$ cat src/pmcb_map.vh
`ifndef PMCB_MAP_VH
`define PMCB_MAP_VH
// command codes of the manufacturer range
`define PMCB_CMD_OEM_A 8'hb0
`define PMCB_CMD_TOOL 8'hb1
`define PMCB_CMD_OEM_B 8'hb2
`define PMCB_CMD_SPARE_P 8'hb3
`define PMCB_CMD_SPARE_G 8'hb4
`define PMCB_CMD_INFO 8'hb6
`define PMCB_CMD_EE_UNLOCK 8'hbd
`define PMCB_CMD_EE_ERASE 8'hbe
`define PMCB_CMD_EE_DATA 8'hbf
`define PMCB_CMD_CHAN_OPT 8'hd0
`define PMCB_CMD_GLOB_OPT 8'hd1
`define PMCB_CMD_FLT_PROP 8'hd2
`define PMCB_CMD_PWM_CFG 8'hd4
`define PMCB_CMD_FLT_ACT 8'hd5
`define PMCB_CMD_OT_ACT 8'hd6
`define PMCB_CMD_IOUT_PK 8'hd7
`define PMCB_CMD_ADC_SEL 8'hd8
`define PMCB_CMD_ADC_STAT 8'hda
`define PMCB_CMD_RETRY 8'hdb
`define PMCB_CMD_RESTART 8'hdc
`define PMCB_CMD_VOUT_PK 8'hdd
`define PMCB_CMD_VIN_PK 8'hde
`define PMCB_CMD_TEMP_PK 8'hdf
`define PMCB_CMD_CLR_PK 8'he3
`define PMCB_CMD_PADS 8'he5
`define PMCB_CMD_ADDR 8'he6
// reset values, and the fixed over-temperature action byte
`define PMCB_RST_ZERO16 16'h0000
`define PMCB_RST_ZERO8 8'h00
`define PMCB_RST_CHAN_OPT 8'h1d
`define PMCB_RST_GLOB_OPT 8'h21
`define PMCB_RST_FLT_PROP 16'h6993
`define PMCB_RST_PWM_CFG 8'hc1
`define PMCB_RST_FLT_ACT 8'hc0
`define PMCB_VAL_OT_ACT 8'hc0
`define PMCB_RST_RETRY 16'hfabc
`define PMCB_RST_RESTART 16'hfbe8
`define PMCB_RST_ADDR 8'h4f
// peak floors: most negative linear word and zero unsigned
`define PMCB_PK_L11_FLOOR 16'h7c00
`define PMCB_PK_L16_FLOOR 16'h0000
// linear-word fields
`define PMCB_EXP_HI 15
`define PMCB_EXP_LO 11
`define PMCB_MAN_HI 10
// fraction bits of the fixed-point grid used to order linear words
`define PMCB_L11_FRAC 16
// memory fault bit in the comm status byte
`define PMCB_CML_RO_WRITE_BIT 6
`define PMCB_ADDR_MASK 8'h7f
`endif
$ cat src/pmcb_bank.v
`timescale 1ns/1ps
`default_nettype none
`include "pmcb_map.vh"
module pmcb_bank #(
	parameter EE_AW = 8,
	parameter INFO_VALUE = 16'h1234 // arbitrary value
) (
	input wire SYS_CLK_I,
	input wire RESET_I,
	input wire CMD_WR_I,
	input wire CMD_RD_I,
	input wire CMD_SEND_I,
	input wire [7:0] CMD_CODE_I,
	input wire CMD_PAGE_I,
	input wire [15:0] CMD_WDATA_I,
	output reg [15:0] CMD_RDATA_O,
	output reg CMD_RVALID_O,
	output reg CMD_ACK_O,
	input wire TEL_VALID_I,
	input wire TEL_CHAN_I,
	input wire [15:0] TEL_IOUT_I,
	input wire [15:0] TEL_VOUT_I,
	input wire [15:0] TEL_VIN_I,
	input wire [15:0] TEL_TEMP_I,
	input wire ADC_CONV_VALID_I,
	input wire [7:0] ADC_CONV_ID_I,
	input wire [15:0] PAD_LEVELS_I,
	input wire STORE_ALL_I,
	input wire RESTORE_ALL_I,
	output wire NV_STORE_O,
	output wire NV_RESTORE_O,
	output reg EE_ERASE_O,
	output reg EE_WR_O,
	output reg EE_RD_O,
	output reg [EE_AW-1:0] EE_ADDR_O,
	output reg [15:0] EE_WDATA_O,
	input wire [15:0] EE_RDATA_I,
	output reg CML_RO_WRITE_O,
	output wire [6:0] BUS_ADDR_O,
	output wire [7:0] FAST_ADC_SEL_O,
	output wire [15:0] FLT_PROP0_O,
	output wire [15:0] FLT_PROP1_O,
	output wire [15:0] RETRY0_O,
	output wire [15:0] RETRY1_O,
	output wire [15:0] RESTART0_O,
	output wire [15:0] RESTART1_O
);
	// real value of a linear word on a fixed-point grid with sixteen fraction
	// bits; that depth keeps the most negative exponent exact, and 64 bits hold
	// the largest positive exponent without wrapping
	function signed [63:0] l11_scaled;
		input [15:0] w;
		reg signed [63:0] man;
		reg [4:0] mag;
		begin
			man = {{(64 - `PMCB_MAN_HI - 1){w[`PMCB_MAN_HI]}}, w[`PMCB_MAN_HI:0]};
			// a negative exponent shifts right by its magnitude
			mag = ~w[`PMCB_EXP_HI:`PMCB_EXP_LO] + 5'h01;
			if (w[`PMCB_EXP_HI])
				l11_scaled = (man <<< `PMCB_L11_FRAC) >>> mag;
			else
				l11_scaled = (man <<< `PMCB_L11_FRAC) <<< w[`PMCB_EXP_HI-1:`PMCB_EXP_LO];
		end
	endfunction

	// peak compare by real value, so words with different exponents order correctly
	function l11_gt;
		input [15:0] a;
		input [15:0] b;
		begin
			l11_gt = l11_scaled(a) > l11_scaled(b);
		end
	endfunction

	// maker and user words; paged ones are held once per channel
	reg [15:0] oem_a;
	reg [15:0] oem_b;
	reg [15:0] tool_w0;
	reg [15:0] tool_w1;
	reg [15:0] spare_p0;
	reg [15:0] spare_p1;
	reg [15:0] spare_g;

	// byte-wide option and control registers
	reg [7:0] chan_opt0;
	reg [7:0] chan_opt1;
	reg [7:0] glob_opt;
	reg [7:0] pwm0;
	reg [7:0] pwm1;
	reg [7:0] fact0;
	reg [7:0] fact1;
	reg [7:0] adc_sel;
	reg [7:0] adc_stat;
	reg [7:0] addr;

	// per-channel fault propagation and timing words
	reg [15:0] prop0;
	reg [15:0] prop1;
	reg [15:0] retry0;
	reg [15:0] retry1;
	reg [15:0] restart0;
	reg [15:0] restart1;

	// peak trackers; input voltage is shared by both channels
	reg [15:0] ipk0;
	reg [15:0] ipk1;
	reg [15:0] vpk0;
	reg [15:0] vpk1;
	reg [15:0] vinpk;
	reg [15:0] tpk0;
	reg [15:0] tpk1;

	// eeprom gate state and the pending eeprom read
	reg unlocked;
	reg [EE_AW-1:0] ee_ptr;
	reg rd_pend;

	// command strobes and page select
	wire wr = CMD_WR_I;
	wire p = CMD_PAGE_I;
	wire clr = CMD_SEND_I && (CMD_CODE_I == `PMCB_CMD_CLR_PK);
	// codes that only answer reads; a write to one is flagged and dropped
	wire ro_hit = (CMD_CODE_I == `PMCB_CMD_INFO) ||
		(CMD_CODE_I == `PMCB_CMD_OT_ACT) ||
		(CMD_CODE_I == `PMCB_CMD_IOUT_PK) ||
		(CMD_CODE_I == `PMCB_CMD_VOUT_PK) ||
		(CMD_CODE_I == `PMCB_CMD_VIN_PK) ||
		(CMD_CODE_I == `PMCB_CMD_TEMP_PK) ||
		(CMD_CODE_I == `PMCB_CMD_PADS);

	// address and fast adc selection go straight out of their flops
	assign BUS_ADDR_O = addr[6:0];
	assign FAST_ADC_SEL_O = adc_sel;
	// fault propagation and restart timing feed the sequencer per channel
	assign FLT_PROP0_O = prop0;
	assign FLT_PROP1_O = prop1;
	assign RETRY0_O = retry0;
	assign RETRY1_O = retry1;
	assign RESTART0_O = restart0;
	assign RESTART1_O = restart1;
	// store/restore handled by the nvm engine outside; bank just relays
	assign NV_STORE_O = STORE_ALL_I;
	assign NV_RESTORE_O = RESTORE_ALL_I;

	// writable registers; writes to read-only codes fall through untouched
	always @(posedge SYS_CLK_I or posedge RESET_I) begin
		if (RESET_I) begin
			oem_a <= `PMCB_RST_ZERO16;
			oem_b <= `PMCB_RST_ZERO16;
			tool_w0 <= `PMCB_RST_ZERO16;
			tool_w1 <= `PMCB_RST_ZERO16;
			spare_p0 <= `PMCB_RST_ZERO16;
			spare_p1 <= `PMCB_RST_ZERO16;
			spare_g <= `PMCB_RST_ZERO16;
			chan_opt0 <= `PMCB_RST_CHAN_OPT;
			chan_opt1 <= `PMCB_RST_CHAN_OPT;
			glob_opt <= `PMCB_RST_GLOB_OPT;
			prop0 <= `PMCB_RST_FLT_PROP;
			prop1 <= `PMCB_RST_FLT_PROP;
			pwm0 <= `PMCB_RST_PWM_CFG;
			pwm1 <= `PMCB_RST_PWM_CFG;
			fact0 <= `PMCB_RST_FLT_ACT;
			fact1 <= `PMCB_RST_FLT_ACT;
			adc_sel <= `PMCB_RST_ZERO8;
			retry0 <= `PMCB_RST_RETRY;
			retry1 <= `PMCB_RST_RETRY;
			restart0 <= `PMCB_RST_RESTART;
			restart1 <= `PMCB_RST_RESTART;
			addr <= `PMCB_RST_ADDR;
		end else if (wr) begin
			// paged registers pick their copy from the page bit
			case (CMD_CODE_I)
			`PMCB_CMD_OEM_A: oem_a <= CMD_WDATA_I;
			`PMCB_CMD_OEM_B: oem_b <= CMD_WDATA_I;
			`PMCB_CMD_TOOL: begin
				if (p) tool_w1 <= CMD_WDATA_I;
				else tool_w0 <= CMD_WDATA_I;
			end
			`PMCB_CMD_SPARE_P: begin
				if (p) spare_p1 <= CMD_WDATA_I;
				else spare_p0 <= CMD_WDATA_I;
			end
			`PMCB_CMD_SPARE_G: spare_g <= CMD_WDATA_I;
			`PMCB_CMD_CHAN_OPT: begin
				if (p) chan_opt1 <= CMD_WDATA_I[7:0];
				else chan_opt0 <= CMD_WDATA_I[7:0];
			end
			`PMCB_CMD_GLOB_OPT: glob_opt <= CMD_WDATA_I[7:0];
			`PMCB_CMD_FLT_PROP: begin
				if (p) prop1 <= CMD_WDATA_I;
				else prop0 <= CMD_WDATA_I;
			end
			`PMCB_CMD_PWM_CFG: begin
				if (p) pwm1 <= CMD_WDATA_I[7:0];
				else pwm0 <= CMD_WDATA_I[7:0];
			end
			`PMCB_CMD_FLT_ACT: begin
				if (p) fact1 <= CMD_WDATA_I[7:0];
				else fact0 <= CMD_WDATA_I[7:0];
			end
			`PMCB_CMD_ADC_SEL: adc_sel <= CMD_WDATA_I[7:0];
			`PMCB_CMD_RETRY: begin
				if (p) retry1 <= CMD_WDATA_I;
				else retry0 <= CMD_WDATA_I;
			end
			`PMCB_CMD_RESTART: begin
				if (p) restart1 <= CMD_WDATA_I;
				else restart0 <= CMD_WDATA_I;
			end
			`PMCB_CMD_ADDR: addr <= CMD_WDATA_I[7:0] & `PMCB_ADDR_MASK;
			default: ;
			endcase
		end
	end

	// fast adc status follows the converter; a host write is also allowed
	always @(posedge SYS_CLK_I or posedge RESET_I) begin
		if (RESET_I)
			adc_stat <= `PMCB_RST_ZERO8;
		// a host write in the same cycle loses to the converter
		else if (ADC_CONV_VALID_I)
			adc_stat <= ADC_CONV_ID_I;
		else if (wr && CMD_CODE_I == `PMCB_CMD_ADC_STAT)
			adc_stat <= CMD_WDATA_I[7:0];
	end

	// peak trackers; clear wins over a same-cycle sample so tracking restarts clean
	always @(posedge SYS_CLK_I or posedge RESET_I) begin
		if (RESET_I) begin
			ipk0 <= `PMCB_PK_L11_FLOOR;
			ipk1 <= `PMCB_PK_L11_FLOOR;
			vpk0 <= `PMCB_PK_L16_FLOOR;
			vpk1 <= `PMCB_PK_L16_FLOOR;
			vinpk <= `PMCB_PK_L11_FLOOR;
			tpk0 <= `PMCB_PK_L11_FLOOR;
			tpk1 <= `PMCB_PK_L11_FLOOR;
		end else if (clr) begin
			// every tracker drops to its floor together
			ipk0 <= `PMCB_PK_L11_FLOOR;
			ipk1 <= `PMCB_PK_L11_FLOOR;
			vpk0 <= `PMCB_PK_L16_FLOOR;
			vpk1 <= `PMCB_PK_L16_FLOOR;
			vinpk <= `PMCB_PK_L11_FLOOR;
			tpk0 <= `PMCB_PK_L11_FLOOR;
			tpk1 <= `PMCB_PK_L11_FLOOR;
		end else if (TEL_VALID_I) begin
			// per-channel peaks follow the channel tag of the sample
			if (TEL_CHAN_I) begin
				if (l11_gt(TEL_IOUT_I, ipk1)) ipk1 <= TEL_IOUT_I;
				if (TEL_VOUT_I > vpk1) vpk1 <= TEL_VOUT_I;
				if (l11_gt(TEL_TEMP_I, tpk1)) tpk1 <= TEL_TEMP_I;
			end else begin
				if (l11_gt(TEL_IOUT_I, ipk0)) ipk0 <= TEL_IOUT_I;
				if (TEL_VOUT_I > vpk0) vpk0 <= TEL_VOUT_I;
				if (l11_gt(TEL_TEMP_I, tpk0)) tpk0 <= TEL_TEMP_I;
			end
			// the input supply is common, so every sample feeds one tracker
			if (l11_gt(TEL_VIN_I, vinpk)) vinpk <= TEL_VIN_I;
		end
	end

	// eeprom gate: unlock by byte write, erase resets pointer, data walks it
	always @(posedge SYS_CLK_I or posedge RESET_I) begin
		if (RESET_I) begin
			unlocked <= 1'b0;
			ee_ptr <= {EE_AW{1'b0}};
			EE_ERASE_O <= 1'b0;
			EE_WR_O <= 1'b0;
			EE_RD_O <= 1'b0;
			EE_ADDR_O <= {EE_AW{1'b0}};
			EE_WDATA_O <= `PMCB_RST_ZERO16;
		end else begin
			EE_ERASE_O <= 1'b0;
			EE_WR_O <= 1'b0;
			EE_RD_O <= 1'b0;
			// unlock holds until reset; there is no relock command
			if (wr && CMD_CODE_I == `PMCB_CMD_EE_UNLOCK) begin
				unlocked <= 1'b1;
			end else if (wr && CMD_CODE_I == `PMCB_CMD_EE_ERASE && unlocked) begin
				EE_ERASE_O <= 1'b1;
				ee_ptr <= {EE_AW{1'b0}};
			end else if (CMD_CODE_I == `PMCB_CMD_EE_DATA && unlocked && (wr || CMD_RD_I)) begin
				// one word per access; the pointer wraps at the top of the array
				EE_WR_O <= wr;
				EE_RD_O <= CMD_RD_I;
				EE_ADDR_O <= ee_ptr;
				EE_WDATA_O <= CMD_WDATA_I;
				ee_ptr <= ee_ptr + 1'b1;
			end
		end
	end

	// read mux, one cycle; eeprom data arrives a cycle later
	always @(posedge SYS_CLK_I or posedge RESET_I) begin
		if (RESET_I) begin
			CMD_RDATA_O <= `PMCB_RST_ZERO16;
			CMD_RVALID_O <= 1'b0;
			CMD_ACK_O <= 1'b0;
			CML_RO_WRITE_O <= 1'b0;
			rd_pend <= 1'b0;
		end else begin
			CMD_ACK_O <= wr | CMD_SEND_I;
			CML_RO_WRITE_O <= wr && ro_hit;
			// an eeprom read answers one cycle later than a register read
			rd_pend <= CMD_RD_I && CMD_CODE_I == `PMCB_CMD_EE_DATA && unlocked;
			CMD_RVALID_O <= 1'b0;
			if (rd_pend) begin
				CMD_RDATA_O <= EE_RDATA_I;
				CMD_RVALID_O <= 1'b1;
			end else if (CMD_RD_I && !(CMD_CODE_I == `PMCB_CMD_EE_DATA && unlocked)) begin
				CMD_RVALID_O <= 1'b1;
				// reserved and write-only codes answer zero
				case (CMD_CODE_I)
				`PMCB_CMD_OEM_A: CMD_RDATA_O <= oem_a;
				`PMCB_CMD_OEM_B: CMD_RDATA_O <= oem_b;
				`PMCB_CMD_TOOL: CMD_RDATA_O <= p ? tool_w1 : tool_w0;
				`PMCB_CMD_SPARE_P: CMD_RDATA_O <= p ? spare_p1 : spare_p0;
				`PMCB_CMD_SPARE_G: CMD_RDATA_O <= spare_g;
				`PMCB_CMD_INFO: CMD_RDATA_O <= INFO_VALUE;
				`PMCB_CMD_EE_UNLOCK: CMD_RDATA_O <= {15'h0000, unlocked};
				`PMCB_CMD_CHAN_OPT: CMD_RDATA_O <= {8'h00, p ? chan_opt1 : chan_opt0};
				`PMCB_CMD_GLOB_OPT: CMD_RDATA_O <= {8'h00, glob_opt};
				`PMCB_CMD_FLT_PROP: CMD_RDATA_O <= p ? prop1 : prop0;
				`PMCB_CMD_PWM_CFG: CMD_RDATA_O <= {8'h00, p ? pwm1 : pwm0};
				`PMCB_CMD_FLT_ACT: CMD_RDATA_O <= {8'h00, p ? fact1 : fact0};
				`PMCB_CMD_OT_ACT: CMD_RDATA_O <= {8'h00, `PMCB_VAL_OT_ACT};
				`PMCB_CMD_IOUT_PK: CMD_RDATA_O <= p ? ipk1 : ipk0;
				`PMCB_CMD_ADC_SEL: CMD_RDATA_O <= {8'h00, adc_sel};
				`PMCB_CMD_ADC_STAT: CMD_RDATA_O <= {8'h00, adc_stat};
				`PMCB_CMD_RETRY: CMD_RDATA_O <= p ? retry1 : retry0;
				`PMCB_CMD_RESTART: CMD_RDATA_O <= p ? restart1 : restart0;
				`PMCB_CMD_VOUT_PK: CMD_RDATA_O <= p ? vpk1 : vpk0;
				`PMCB_CMD_VIN_PK: CMD_RDATA_O <= vinpk;
				`PMCB_CMD_TEMP_PK: CMD_RDATA_O <= p ? tpk1 : tpk0;
				`PMCB_CMD_PADS: CMD_RDATA_O <= PAD_LEVELS_I;
				`PMCB_CMD_ADDR: CMD_RDATA_O <= {8'h00, addr};
				default: CMD_RDATA_O <= `PMCB_RST_ZERO16;
				endcase
			end
		end
	end
endmodule // pmcb_bank
`default_nettype wire

$ cat config.mk
export PLATFORM = sky130hd
export DESIGN_NAME = pmcb_bank
export DESIGN_NICKNAME = d
export VERILOG_FILES = /design/src/pmcb_bank.v
export VERILOG_INCLUDE_DIRS = /design/src
export SDC_FILE = /design/constraint.sdc
export NUM_CORES = 2
export LEC_CHECK = 0
export ABC_AREA = 0
export BUFFER_PORTS_ARGS = -buffer_cell sky130_fd_sc_hd__buf_2
export CAP_MARGIN = 20
export CORE_ASPECT_RATIO = 0.9
export CORE_MARGIN = 8
export CORE_UTILIZATION = 45
export DETAILED_ROUTE_END_ITERATION = 12
export HOLD_SLACK_MARGIN = 0.08
export SYNTH_ARGS = -nofsm -noshare
export SYNTH_HDL_FRONTEND = slang
export SYNTH_SLANG_ARGS = --single-unit
$ cat constraint.sdc
create_clock -name SYS_CLK_I -period 29.1 [get_ports SYS_CLK_I]
set_input_delay 1.455 -clock SYS_CLK_I [delete_from_list [all_inputs] [get_ports SYS_CLK_I]]
set_output_delay 1.455 -clock SYS_CLK_I [all_outputs]
set_load 0.05 [all_outputs]
==> Word-level counts from Yosys, hierarchy flattened <==
Cells that the tools add are included.
{ "word_totals": {"register_bits": 455, "inputBits": 139, "out_inout_bits": 159, "word_cells": 266} }
{ "op_classes": {"addsub": 9, "n_lt_le_gt_ge": 7, "n_eq_ne": 27, "n_shift": 16, "mux": 91, "n_bitwise": 12, "reduce_logical": 62} }
{ "op_table": {"columns": ["op", "n"], "rows": [
  ["$mux W64", 36],
  ["$mux W16", 37],
  ["$sshl A27 B4 Y64", 8],
  ["$sshr A27 B5 Y64", 8],
  ["$pmux W16 S23", 1],
  ["$gt A64 B64 Y1", 5],
  ["$eq A8 B8 Y1 const B", 26],
  ["$reduce_and A3 Y1", 23],
  ["$mux W8", 7],
  ["$add A5 B1 Y5 const B", 8],
  ["$not A5 Y5", 8],
  ["$gt A16 B16 Y1", 2],
  ["$reduce_bool A2 Y1", 12],
  ["$reduce_and A2 Y1", 8],
  ["$logic_and A1 B1 Y1", 11],
  ["$mux W1", 10],
  ["$add A8 B1 Y8 const B", 1],
  ["$logic_or A1 B1 Y1", 7],
  ["$not A1 Y1", 3],
  ["$ne A2 B1 Y1 const B", 1],
  ["$logic_not A1 Y1", 1],
  ["$or A1 B1 Y1", 1]
]} }

==> Logic depth before layout (Yosys ltp) <==
{ "logic_depth": {"word_depth": 12, "ltp_mapped": 25} }

==> Worst setup path after synthesis <==
No wires, ideal clock.
{ "synth_timing": {"path_kind": "input to register", "startpoint": "input port TEL_TEMP_I[11]", "endpoint": "register tpk0[0]", "setup_ps": 135, "arrival_time_ps": 6068, "t_required_ps": 28965, "setup_slack_ps": 22897, "path_stages": 21, "cell_sequence": "buf_1 -> clkinv_1 -> ha_1 -> clkbuf_1 -> clkbuf_1 -> mux4_2 -> nand2_1 -> o21ai_0 -> o21bai_1 -> nor2_1 -> o21ai_0 -> o21ai_0 -> ha_1 -> and2_1 -> a221o_1 -> a221oi_1 -> o221ai_1 -> a21oi_1 -> mux2i_1 -> clkbuf_1 -> o21ai_0"} }
{ "synth_via": {"elab_chain_len": 10, "elab_cells_between_ends": 11} }
{ "synth_rtl": {"columns": ["item", "line", "source"], "rows": [
  ["start, declared", "pmcb_bank.v:24", "input wire [15:0] TEL_TEMP_I,"],
  ["$not A5 Y5", "pmcb_bank.v:58", "mag = ~w[`PMCB_EXP_HI:`PMCB_EXP_LO] + 5'h01;"],
  ["$add A5 B1 Y5", "pmcb_bank.v:58", null],
  ["$sshr A27 B5 Y64", "pmcb_bank.v:60", "l11_scaled = (man <<< `PMCB_L11_FRAC) >>> mag;"],
  ["$mux W64 *", "pmcb_bank.v:59", "if (w[`PMCB_EXP_HI])"],
  ["$mux W64 *", "pmcb_bank.v:248", "if (TEL_CHAN_I) begin"],
  ["$mux W64 *", "pmcb_bank.v:246", "end else if (TEL_VALID_I) begin"],
  ["$mux W64 *", "pmcb_bank.v:237", "end else if (clr) begin"],
  ["$gt A64 B64 Y1 *", "pmcb_bank.v:71", "l11_gt = l11_scaled(a) > l11_scaled(b);"],
  ["$reduce_bool A2 Y1 (no line) *", null, null],
  ["$reduce_and A3 Y1 (no line) *", null, null],
  ["end signal, assigned", "pmcb_bank.v:235", "tpk0 <= `PMCB_PK_L11_FLOOR;"],
  ["end signal, assigned", "pmcb_bank.v:244", "tpk0 <= `PMCB_PK_L11_FLOOR;"],
  ["end, declared", "pmcb_bank.v:110", "reg [15:0] tpk0;"]
]} }
Mark *: on every way between the ends. The rest lies on a longest branch, timed or not. The select of a mux whose other input is x is not followed.
A chain may end at the register's enable or synchronous reset.

==> Worst setup path after layout <==
{ "layout_timing": {"startpoint": "input port TEL_TEMP_I[11]", "endpoint": "register tpk0[4]"} }
Same word-level chain as after synthesis.

==> results.cfg <==
[clock_network]
root_buffer = clkbuf_16
postCtsSetupBuffers = 0
h-tree-depth = 2
clock-sinks = 455
cts_buffers = 51
clk_latency_ps = 620
clockBufferDepth = 3
ctsResizeCount = 0
cts_tree = done
clk_pin_slew_ps = 60
ctsHoldBuffers = 0

[finish]
utilization = 0.495
seq_area_um2 = 11500
multi_input_area_um2 = 26000
stdcell_area_um2 = 43200
area_growth_syn_to_layout_pct = 9.65
fillers = 8370
stdcell_count = 5858
drive_gt1_frac = 0.215
final_nets = 5044

[drt]
drt-total-wl_um = 148000
detail-route-antenna-nets = 0
drt_iter0_markers = 4210
vias_per_cell = 6.34
dr_total_vias = 37100
drc = 0
wl_per_cell_um = 25.2
first_pass_iters = 6

[worst_setup_path]
crit_path_max_incr_delay_ps = 800
worstSetupPathType = input pin to register
cp.required_ps = 29610
cp_slowest_cell = ha_1
cp_top_family = compound AO/OA/AOI/OAI gates
worstSetupStartpointType = input pin
path_cells = buf_2 -> clkinv_1 -> ha_1 -> mux2_2 -> o21ai_0 -> o21ai_0 -> o21bai_1 -> nor2_1 -> o21ai_0 -> o21ai_0 -> ha_1 -> and2_1 -> a221o_1 -> a221oi_1 -> o221ai_1 -> a21oi_1 -> mux2i_2 -> buf_4 -> nand3_1 -> o21ai_0
end_kind = register
path_common_cell = o21ai_0
path_buf_inv = 3
cp_max_fo = 32
cp.arrival_ps = 7190

[power]
switching_power_mw = 2.11
p_seq_frac = 0.239
power.density_nw_per_um2 = 98.5
sw_frac_of_total = 0.497
leakagePower_nw = 20.3
p_int_mw = 2.14
power_mw = 4.25
ir_drop_mv = 0.0516
combPwrFrac = 0.602
power_frac_clock = 0.159

[placed_design]
place_area_um2 = 41300
gp_congestion = 0.985
hpwl_um = 112000
dp_cells = 5750
io_buffers = 293
place_ws_ps = 22010

[logic_synthesis]
syn-num-nets = 4992
synthesis.area_um2 = 39400
synth_seq_area_share = 0.293
synth_cell_type_count = 89
async_reset_ff_frac = 1.00
synthCells = 4602
ys.warnings.count = 0
synth_edf_count = 0
ys.flop_type = dfrtp_1
ys_ff_latch = 455
avgSynthCellArea_um2 = 8.56

[timing]
whs_ps = 493
fin_crit_ps = 6680
grt_setup_unrepaired = no
setup_tns_ps = 0
final.period_utilization = 0.229
slew_viol_final = 0
fmax_mhz = 150
finalSetupViolations = 0
setup_ws_ps = 22420
final_hold_viol_count = 0
worstMarginPinSlew_ps = 1190
relSlewSlack = 0.202
skew_ps = 39.3

[global_routing]
first_global_vias = 34400
grt_start_max_net_pins = 117
grtUsageTotal = 0.288
grt-ovfl-total = 0
grt_pass1_wl_um = 220000
grt_antenna_before_repair = 16

[outcome]
status = finished clean

[floorplanning]
die_w_um = 328
fp-row-count = 103
core_um2 = 87200
initial_core_util = 0.451
fp.dieH_um = 297
die-area_um2 = 97200
io_pins = 298

[job]
cap_violations = 0

[hold_path]
hp-class = register to register
cell families after synthesis:
family / share of synthesized area
and+or+nand+nor: 0.153
xor gates and xnor gates: 0.00778
muxes: 0.213
buffers and inverters: 0.0469
adders and majority gates: 0.0798
DFF: 0.293
AOI/OAI and AO/OA: 0.207
synthesized netlist by cell type, drive strengths merged (20+ instances only):
master / count / area [um^2]
a21o: 73 / 548
nor2: 335 / 1260
o21a: 31 / 234
dfstp: 110 / 2890
nor2b: 48 / 300
a211oi: 45 / 343
o22a: 25 / 219
mux2: 394 / 4440
o22ai: 74 / 463
nand2: 601 / 2260
a21oi: 369 / 1850
clkbuf: 271 / 1070
o21ai: 356 / 1780
and3: 20 / 125
mux4: 31 / 698
nand4: 48 / 300
dfrtp: 345 / 8630
mux2i: 323 / 3250
nand3: 108 / 541
buf: 90 / 455
ha: 251 / 3140
inv: 74 / 278
o211ai: 24 / 180
a221oi: 34 / 298
nand2b: 28 / 175
and2: 21 / 131
a31oi: 70 / 438
nor3: 84 / 450
a22oi: 72 / 541
worst reg2reg max path, stage by stage, from the launching register on:
cell      delay [ps]
dfstp_2         1000
clkinv_1         630
ha_1             850
mux2i_1          300
nor2_1            70
a21oi_1          390
nand2_1           90
o21ai_0          140
a21oi_1          140
o211ai_1         210
ha_1             290
nand2_1           80
nor2_1            40
a2111o_1         350
o32a_1           370
a211oi_1         250
mux2_2           590
nand3_1          170
o21ai_0           90
worst paths after layout:
| path | cells after the start | slack [ps] | from | endpoint |
|---|---|---|---|---|
| worst max-delay path | 20 | 22420 | TEL_TEMP_I[11] | tpk0[4] |
| worst min-delay path | 1 | 490 | tool_w1[10] | tool_w1[10] |
| worst max register to register | 18 | 22910 | vinpk[11] | vinpk[6] |
| worst min register to register | 1 | 490 | tool_w1[10] | tool_w1[10] |
| max in group asynchronous | 4 | 25760 | RESET_I | tpk1[15] |
| min in group asynchronous | 2 | 970 | RESET_I | CML_RO_WRITE_O |
layer usage:
| metal | vias to the layer above | global-route usage | wire length, um |
|---|---|---|---|
| met1 | 18100 | 0.411 | 64800 |
| met3 | 232 | 0.0401 | 11900 |
| met2 | 1650 | 0.460 | 66700 |
| met5 | - | 0 | 60 |
| met4 | 8 | 0.0752 | 4140 |
| li1 | 17100 | - | - |
power by group through the flow:
stage	combinational, mW	sequential, mW	clock, mW
floorplan	1.98	0.838	0
global placement	2.48	1.02	0
detailed placement	2.49	1.02	0
CTS	2.51	1.01	0.683
global route	2.83	1.04	0.707
finish	2.56	1.02	0.677
placed cells by master (no fill, tap or decap), types with 31 or more instances in the layout:
master | synthesis | layout
nor3_1 | 78 | 78
nor2b_1 | 48 | 48
buf_4 | 5 | 62
dfrtp_1 | 345 | 345
a21oi_1 | 369 | 368
o22ai_1 | 74 | 74
a221oi_1 | 34 | 34
a21o_1 | 73 | 73
a22oi_1 | 72 | 72
a31oi_1 | 70 | 70
o21ai_0 | 354 | 353
nor2_1 | 333 | 328
nand2_1 | 600 | 600
ha_1 | 251 | 251
clkbuf_16 | 0 | 51
buf_2 | 47 | 293
a211oi_1 | 44 | 44
dfstp_2 | 110 | 110
nand4_1 | 48 | 48
mux4_2 | 31 | 31
nand3_1 | 108 | 108
mux2i_1 | 322 | 320
inv_1 | 74 | 73
mux2_2 | 392 | 392
cell type report:
| cell class | count | share of cell area |
|---|---|---|
| repair buffers | 361 | 0.0475 |
| well taps | 1155 | 0.0335 |
| clock inverters | 11 | 0.00443 |
| inverters | 83 | 0.00739 |
| flip-flops and latches | 455 | 0.267 |
| clock buffers | 85 | 0.0367 |
| diodes | 6 | 0.000348 |
| multi-input cells | 3702 | 0.603 |
No activity file was read; power rests on OpenSTA's default activity.
